[src/shared/adc_coding_pkg.sv]
// package: constants and carriers for the dual converter configuration and coding block
package adc_coding_pkg;

	// ------------------------------------------------------------
	// code widths and frame counts
	// ------------------------------------------------------------
	localparam int CODE_W           = 16;
	localparam int OP_W             = 4;
	localparam int EDGES_DUAL       = 32;
	localparam int EDGES_SINGLE     = 48;
	localparam int EDGE_CNT_W       = 7;

	// ------------------------------------------------------------
	// configuration word fields
	// ------------------------------------------------------------
	localparam int CFG_MODE_LO      = 10;
	localparam int CFG_MODE_HI      = 11;
	localparam int CFG_RANGE_BIT    = 9;
	localparam int CFG_PSEUDO_BIT   = 7;
	localparam int CFG_INTREF_BIT   = 6;
	localparam int CFG_TWOS_BIT     = 4;
	localparam int REF_DATA_LSB     = 3;
	localparam int REF_DATA_W       = 9;

	// ------------------------------------------------------------
	// values after reset
	// ------------------------------------------------------------
	localparam logic [11:0] CFG_RESET     = 12'h000;
	localparam logic [8:0]  REF_RESET     = 9'h000;

	// ------------------------------------------------------------
	// named codes
	// ------------------------------------------------------------
	localparam logic [15:0] ZERO_CODE          = 16'h0000;
	localparam logic [15:0] MID_CODE           = 16'h7fff;
	localparam logic [15:0] FULL_SCALE_CODE    = 16'hffff;
	localparam logic [15:0] NEG_FULL_SCALE_CODE = 16'h8000;
	localparam logic [15:0] POS_FULL_SCALE_CODE = 16'h7fff;

	// ------------------------------------------------------------
	// command operations (upper four bits)
	// ------------------------------------------------------------
	typedef enum logic [3:0] {
		OP_NOP       = 4'h0,
		OP_RD_REF_A  = 4'h1,
		OP_RD_REF_B  = 4'h2,
		OP_RD_CFG    = 4'h3,
		OP_WR_CFG    = 4'h8,
		OP_WR_REF_A  = 4'h9,
		OP_WR_REF_B  = 4'ha
	} op_t;

	// ------------------------------------------------------------
	// carriers
	// ------------------------------------------------------------
	typedef struct packed {
		logic       pseudoDiff;
		logic       doubleRange;
		logic       twosComp;
		logic       intRef;
		logic [1:0] ifMode;
	} cfg_view_t;

	typedef struct packed {
		logic [15:0] codeA;
		logic [15:0] codeB;
	} result_pair_t;

endpackage : adc_coding_pkg

[src/hdl/output_coder.sv]
// module: maps one raw sample to a 16-bit output code
`timescale 1ns/100ps
`default_nettype none
module output_coder (
	// clock and control
	input  wire logic        sys_clk,
	input  wire logic        reset,
	input  wire logic        clkEn,
	input  wire logic        sampleValid,
	// format select
	input  wire logic        twosComp,
	// sample as signed distance above the low end, 17 bits
	input  wire logic [16:0] rawSample,
	// coded result
	output logic      [15:0] code
);

	// ------------------------------------------------------------
	// saturation and format
	// ------------------------------------------------------------
	// negatives clamp to zero code, other values pass through as their low 16 bits
	function automatic logic [15:0] saturate(input logic [16:0] s);
		if (s[16])
			return adc_coding_pkg::ZERO_CODE;
		return s[15:0];
	endfunction : saturate

	logic [15:0] binCode;
	assign binCode = saturate(rawSample);

	always_ff @(posedge sys_clk) begin
		if (reset) begin
			code <= adc_coding_pkg::ZERO_CODE;
		end else if (clkEn && sampleValid) begin
			// only the top bit differs between formats
			code <= twosComp ? {~binCode[15], binCode[14:0]} : binCode;
		end
	end

endmodule : output_coder
`default_nettype wire

[src/hdl/adc_config_coding.sv]
// module: configuration registers, serial command decode and result coding
// ------------------------------------------------------------
// Notes on behaviour
// - bit 7 clear: single-ended, ground reference
// - bit 7 set: pseudo-differential, midscale negative
// - one input-mode bit shared by both channels
// - bit 4 clear: straight binary results
// - bit 4 set: two's complement results
// - sixteen-bit codes, step is range over 65536
// - binary codes 0000, 7fff, ffff saturating
// - two's complement 8000, 0000, 7fff saturating
// - pseudo-differential zero difference gives midscale
// - range and input mode combine independently
// - three writable, readable user registers
// - top nibble selects write, read or no-op
// - writes apply at frame end if edges sufficient
// ------------------------------------------------------------
`timescale 1ns/100ps
`default_nettype none
module adc_config_coding #(
	parameter int CODE_W = adc_coding_pkg::CODE_W
) (
	// clock, reset, enable
	input  wire logic                        sys_clk,
	input  wire logic                        reset,
	input  wire logic                        clkEn,
	// serial command pins (asynchronous to sys_clk)
	input  wire logic                        serialClk,
	input  wire logic                        chipSelN,
	input  wire logic                        serial_cmd_in,
	// converter samples, unsigned over the selected range, plus flag
	input  wire logic                        sampleValid,
	input  wire logic [CODE_W-1:0]           pos_input_a,
	input  wire logic [CODE_W-1:0]           neg_input_a,
	input  wire logic [CODE_W-1:0]           pos_input_b,
	input  wire logic [CODE_W-1:0]           neg_input_b,
	// coded results
	output adc_coding_pkg::result_pair_t     result,
	// register contents and readback
	output logic [11:0]                      config_word_reg,
	output logic [8:0]                       ref_level_a_reg,
	output logic [8:0]                       ref_level_b_reg,
	output logic [15:0]                      readbackWord,
	output adc_coding_pkg::cfg_view_t        cfgView
);

	// ------------------------------------------------------------
	// pin synchronisers
	// ------------------------------------------------------------
	logic [1:0] sclkSync;
	logic [1:0] csSync;
	logic [1:0] dinSync;
	logic       sclkLast;
	logic       csLast;

	always_ff @(posedge sys_clk) begin
		if (reset) begin
			sclkSync <= 2'h0;
			csSync   <= 2'h3;
			dinSync  <= 2'h0;
		end else if (clkEn) begin
			sclkSync <= {sclkSync[0], serialClk};
			csSync   <= {csSync[0], chipSelN};
			dinSync  <= {dinSync[0], serial_cmd_in};
		end
	end

	always_ff @(posedge sys_clk) begin
		if (reset) begin
			sclkLast <= 1'b0;
			csLast   <= 1'b1;
		end else if (clkEn) begin
			sclkLast <= sclkSync[1];
			csLast   <= csSync[1];
		end
	end

	logic sclkFall;
	logic csRise;
	logic csFall;
	assign sclkFall = clkEn && sclkLast && !sclkSync[1] && !csSync[1];
	assign csRise   = clkEn && !csLast && csSync[1];
	assign csFall   = clkEn && csLast && !csSync[1];

	// ------------------------------------------------------------
	// frame capture
	// ------------------------------------------------------------
	// pin sampling limits the serial clock to well under sys_clk / 4
	logic [15:0]                      shiftIn;
	logic [adc_coding_pkg::EDGE_CNT_W-1:0] edgeCount;

	always_ff @(posedge sys_clk) begin
		if (reset) begin
			shiftIn   <= 16'h0000;
			edgeCount <= '0;
		end else if (csFall) begin
			shiftIn   <= 16'h0000;
			edgeCount <= '0;
		end else if (sclkFall) begin
			if (edgeCount < 7'(CODE_W))
				shiftIn <= {shiftIn[14:0], dinSync[1]};
			// saturate so long frames do not wrap
			if (edgeCount != '1)
				edgeCount <= edgeCount + 7'h01;
		end
	end

	// ------------------------------------------------------------
	// command decode and validation
	// ------------------------------------------------------------
	function automatic logic [6:0] edgesNeeded(input logic [1:0] ifMode);
		return (ifMode == 2'h1) ? 7'(adc_coding_pkg::EDGES_SINGLE)
		                        : 7'(adc_coding_pkg::EDGES_DUAL);
	endfunction : edgesNeeded

	adc_coding_pkg::op_t op;
	logic                frameValid;
	assign op         = adc_coding_pkg::op_t'(shiftIn[15:12]);
	assign frameValid = csRise && (edgeCount >= edgesNeeded(cfgView.ifMode));

	// ------------------------------------------------------------
	// user registers
	// ------------------------------------------------------------
	always_ff @(posedge sys_clk) begin
		if (reset) begin
			config_word_reg <= adc_coding_pkg::CFG_RESET;
		end else if (frameValid && op == adc_coding_pkg::OP_WR_CFG) begin
			config_word_reg <= shiftIn[11:0];
		end
	end

	always_ff @(posedge sys_clk) begin
		if (reset) begin
			ref_level_a_reg <= adc_coding_pkg::REF_RESET;
			ref_level_b_reg <= adc_coding_pkg::REF_RESET;
		end else if (frameValid) begin
			if (op == adc_coding_pkg::OP_WR_REF_A)
				ref_level_a_reg <= shiftIn[11:3];
			if (op == adc_coding_pkg::OP_WR_REF_B)
				ref_level_b_reg <= shiftIn[11:3];
		end
	end

	// selected word stands until the next valid read command
	always_ff @(posedge sys_clk) begin
		if (reset) begin
			readbackWord <= 16'h0000;
		end else if (frameValid) begin
			unique case (op)
				adc_coding_pkg::OP_RD_CFG:
					readbackWord <= {4'h3, config_word_reg};
				adc_coding_pkg::OP_RD_REF_A:
					readbackWord <= {4'h1, ref_level_a_reg, 3'h0};
				adc_coding_pkg::OP_RD_REF_B:
					readbackWord <= {4'h2, ref_level_b_reg, 3'h0};
				default:
					readbackWord <= readbackWord;
			endcase
		end
	end

	// one copy of every mode bit, shared by both channels
	assign cfgView.pseudoDiff  = config_word_reg[adc_coding_pkg::CFG_PSEUDO_BIT];
	assign cfgView.doubleRange = config_word_reg[adc_coding_pkg::CFG_RANGE_BIT];
	assign cfgView.twosComp    = config_word_reg[adc_coding_pkg::CFG_TWOS_BIT];
	assign cfgView.intRef      = config_word_reg[adc_coding_pkg::CFG_INTREF_BIT];
	assign cfgView.ifMode      = config_word_reg[adc_coding_pkg::CFG_MODE_HI:
	                                             adc_coding_pkg::CFG_MODE_LO];

	// ------------------------------------------------------------
	// input handling
	// ------------------------------------------------------------
	// samples are already scaled to the chosen range, so range needs no math here
	function automatic logic [16:0] rawOf(input logic [15:0] p,
	                                      input logic [15:0] n,
	                                      input logic        pseudo,
	                                      input logic        twos);
		logic [16:0] diff;
		logic [17:0] sum;
		diff = {1'b0, p} - {1'b0, n};
		// binary midscale is 7fff, but 0000 once the top bit flips
		sum  = (twos ? 18'h08000 : 18'h07fff) + {diff[16], diff};
		if (!pseudo)
			return {1'b0, p};
		// zero difference lands on midscale; clamp either side
		if (sum[17])
			return 17'h1ffff;
		if (sum[16])
			return 17'h0ffff;
		return sum[16:0];
	endfunction : rawOf

	logic [16:0] rawA;
	logic [16:0] rawB;
	assign rawA = rawOf(pos_input_a, neg_input_a, cfgView.pseudoDiff, cfgView.twosComp);
	assign rawB = rawOf(pos_input_b, neg_input_b, cfgView.pseudoDiff, cfgView.twosComp);

	// ------------------------------------------------------------
	// coders
	// ------------------------------------------------------------
	output_coder coderA (
		.sys_clk     (sys_clk),
		.reset       (reset),
		.clkEn       (clkEn),
		.sampleValid (sampleValid),
		.twosComp    (cfgView.twosComp),
		.rawSample   (rawA),
		.code        (result.codeA)
	);

	output_coder coderB (
		.sys_clk     (sys_clk),
		.reset       (reset),
		.clkEn       (clkEn),
		.sampleValid (sampleValid),
		.twosComp    (cfgView.twosComp),
		.rawSample   (rawB),
		.code        (result.codeB)
	);

endmodule : adc_config_coding
`default_nettype wire

[config.mk]
export PLATFORM = sky130hd
export DESIGN_NAME = adc_config_coding
export DESIGN_NICKNAME = d
export VERILOG_FILES = /design/src/shared/adc_coding_pkg.sv /design/src/hdl/output_coder.sv /design/src/hdl/adc_config_coding.sv
export SDC_FILE = /design/constraint.sdc
export NUM_CORES = 1
export LEC_CHECK = 0
export BUFFER_PORTS_ARGS = -buffer_cell sky130_fd_sc_hd__buf_4
export CORE_MARGIN = 8
export CORE_UTILIZATION = 51
export DETAILED_ROUTE_END_ITERATION = 16
export GPL_ROUTABILITY_DRIVEN = 0
export HOLD_SLACK_MARGIN = 0.08
export MAX_ROUTING_LAYER = met4
export PLACE_DENSITY = 0.78
export SYNTH_ARGS = -nofsm -noshare
export SYNTH_HDL_FRONTEND = slang
export SYNTH_HIERARCHICAL = 1
export SYNTH_SLANG_ARGS = --single-unit
[constraint.sdc]
create_clock -name sys_clk -period 6.2 [get_ports sys_clk]
set_clock_uncertainty 0.15 [all_clocks]
set_input_delay 1.86 -clock sys_clk [delete_from_list [all_inputs] [get_ports sys_clk]]
set_output_delay 1.86 -clock sys_clk [all_outputs]
set_load 0.05 [all_outputs]
==> out/results.ini <==
[synth]
synth-edff-count=0
ys_seq_area_share_pct=26.94
synth_cells=988
synthTopCellsByArea=dfxtp_1, ha_1, a21oi_1, mux2i_1, nor2_1
synthTopCellsByCount=dfxtp_1, nor2_1, nand2_1
synth_seq_cells=107
synth_ff_type=dfxtp_1
yosysTopAreaCell=dfxtp_1
synth.top_cell.area_share_pct=26.94
yosysWarnings=6
synth_area_mm2=0.007950
yosysMostFrequentCell=dfxtp_1
syn_avg_cell_area_um2=8.047
synth.distinct_cells=76
async_reset_ff_share_pct=0

[timing]
drv_slew=0
post-route-min-period_ns=5.823
grt_setup_unrepaired=no
final.period_utilization_pct=93.92
slew_headroom_pct=38.71
finalSetupViolCount=0
hold_violations=0
fmax_mhz=171.7
tightest_slew_ns=0.9194

[power_and_ir_drop]
p_leak_nw=4.213
peakVddDrop_v=0.0001607
total_power_w=0.002072
netSwitchingPower_w=0.0007559
power_frac_comb_pct=37.0
power_per_cell_area_mw_per_mm2=217.3
power.internal_w=0.001316
clockPowerShare_pct=29.0
sw_frac_of_total_pct=36.49
seq_power_share_pct=34.1

[setup_path]
crit_start=pos_input_a[0]
worstSetupPathType=input pin to flop
crit_arrival_ns=5.88
start_kind=input pin
r2r-start=config_word_reg[4]
crit_required_ns=6.25
worst-path-max-fanout=15
end_kind=flop

[detailed_routing]
drcViolationCount=0
finalWirelength_um=22030
wl_per_cell_um=16.78
drtAntennaViolNets=0
dr.pass1.iters=5
drt_iter0_drc=500
dr_total_vias=7672
via_per_inst=5.843

[die]
fp.coreArea_mm2=0.01520
start_util_pct=52.30
die_w_um=140.9
die_h_um=140.9
rows=45
die-area_mm2=0.01984
ios=155

[clocking]
insertion_delay_ns=0.36
postCtsSetupBuffers=0
cts-htree-levels=3
post_cts_resized=0
cts_buffers=9
cts_buffer_depth=2
clock_tree.root_cell=clkbuf_16
cts_num_sinks=107
tritoncts=done
clk_pin_slew_ns=0.08
cts_hold_buf=0

[place]
dp_hpwl_um=16080
placed_cell_area_mm2=0.009214
port_buffers=152

[final_layout]
design_area_mm2=0.009534
post-route-util_pct=62.72
nets=1262
reg.largest.list=coderA/code: 16 flops, coderB/code: 16 flops, shiftIn: 16 flops
n_antenna_cell=0
synthToLayoutAreaGrowth_pct=19.92
drive_gt1_share_pct=19.56

[global_route]
antenna_found_initial=0
grt_pass1_vias=7237
grt-ovfl-total=0
grt_max_degree=85
grt_pass1_wl_um=35670
gr-usage-all-layers_pct=22.10

[outcome]
status=finished, final reports clean

[worst_hold_path]
hp-class=flop to flop
min_from=coderA/code[13]

[flow_run]
cap_violations=0

==> metal layers <==
layer	track usage [%]	vias to the layer above	share of wire (%)
li1	-	3813	-
met1	27.96	3603	46
met2	35.61	230	47
met3	4.051	26	6.1
met4	5.939	0	1.3
met5	-	-	0
==> worst max-delay path, cell delays in order <==
cell and delay, ns:
buf_4 0.08, inv_1 0.04, ha_1 0.21, fa_1 0.42, nand2b_1 0.19, a211oi_2 0.28
a21boi_2 0.12, o31ai_1 0.33, nor2_1 0.10, ha_1 0.31, and4_1 0.21, o2111ai_1 0.10
o21ba_2 0.19, or3_1 0.35, a211oi_1 0.34, nor3b_2 0.28, buf_4 0.24, nand4b_1 0.14
a21oi_1 0.08
==> cell families (layout without fill, tap and decap cells) <==
kind of cell,Yosys count,in the layout,share of synthesized area [%]
AND/OR/NAND/NOR,337,337,21.56
AO/OA/AOI/OAI,278,278,23.26
flip-flops,107,107,26.94
buffers and inverters,106,242,6.201
adder cells (fa/ha/maj),71,71,11.55
XOR/XNOR,47,47,5.272
multiplexers,41,41,5.162
other,1,2,0.04717
==> path summary, 6_finish.rpt <==
| path | slack, ns | endpoint | cells past startpoint |
|---|---|---|---|
| max | 0.38 | coderA/code[10] | 19 |
| min | 0.30 | coderA/code[13] | 2 |
| max reg2reg | 2.02 | coderB/code[15] | 16 |
| min reg2reg | 0.30 | coderA/code[13] | 2 |
==> layout make-up <==
cell class / instances / area (um2)
Fill cell: 1362 / 5668
Tap cell: 188 / 235.2
Inverter: 53 / 198.9
Clock buffer: 9 / 225.2
Clock inverter: 7 / 90.09
Timing Repair Buffer: 173 / 1299
Multi-Input combinational cell: 776 / 5343
Sequential cell: 107 / 2143
==> power by group through the flow <==
| stage | combinational [W] | clock [W] | sequential (W) |
|---|---|---|---|
| after global routing | 0.000839 | 0.000636 | 0.000707 |
| after CTS | 0.000756 | 0.000614 | 0.000706 |
| final | 0.000766 | 0.000600 | 0.000706 |
| after floorplan | 0.000532 | 0 | 0.000754 |
| after detailed placement | 0.000750 | 0 | 0.000722 |
| after global placement | 0.000740 | 0 | 0.000722 |
==> through the flow <==
step	setup TNS, ns	std cells	hold slack, ns	setup WS [ns]
2_1_floorplan	0	989	0.2812	0.2496
3_3_place_gp	0	1297	0.2920	0.1049
3_5_place_dp	-0.5607	1297	0.2954	-0.04989
4_1_cts	0	1313	0.3049	0.3108
5_1_grt	0	1313	0.3133	0.08405
6_report	0	1313	0.3002	0.3767
==> cell usage in the layout, fill, tap and decap left out, types with 5 or more instances in the layout <==
cell type | Yosys | routed
dfxtp_1 | 107 | 106
o21ai_0 | 39 | 39
nor3_1 | 12 | 12
nor2_1 | 106 | 106
nor2b_1 | 13 | 13
mux2i_1 | 41 | 41
nand2b_1 | 13 | 13
a31oi_1 | 9 | 9
xnor2_1 | 33 | 33
nand2_1 | 101 | 101
nand4_1 | 7 | 7
a211oi_1 | 13 | 13
o21ai_1 | 9 | 9
xor2_1 | 13 | 13
a21oi_1 | 92 | 92
o211ai_1 | 8 | 8
inv_1 | 53 | 53
a311oi_1 | 12 | 12
clkbuf_16 | 0 | 9
o221ai_1 | 5 | 5
o22ai_1 | 8 | 8
ha_1 | 67 | 67
buf_4 | 16 | 173
nand3b_1 | 6 | 6
nand4b_1 | 31 | 31
o21a_1 | 14 | 14
a21o_1 | 22 | 22
or3_1 | 12 | 12
a22oi_1 | 11 | 11
nand3_1 | 8 | 8
Power figures use the tool's default switching activity.
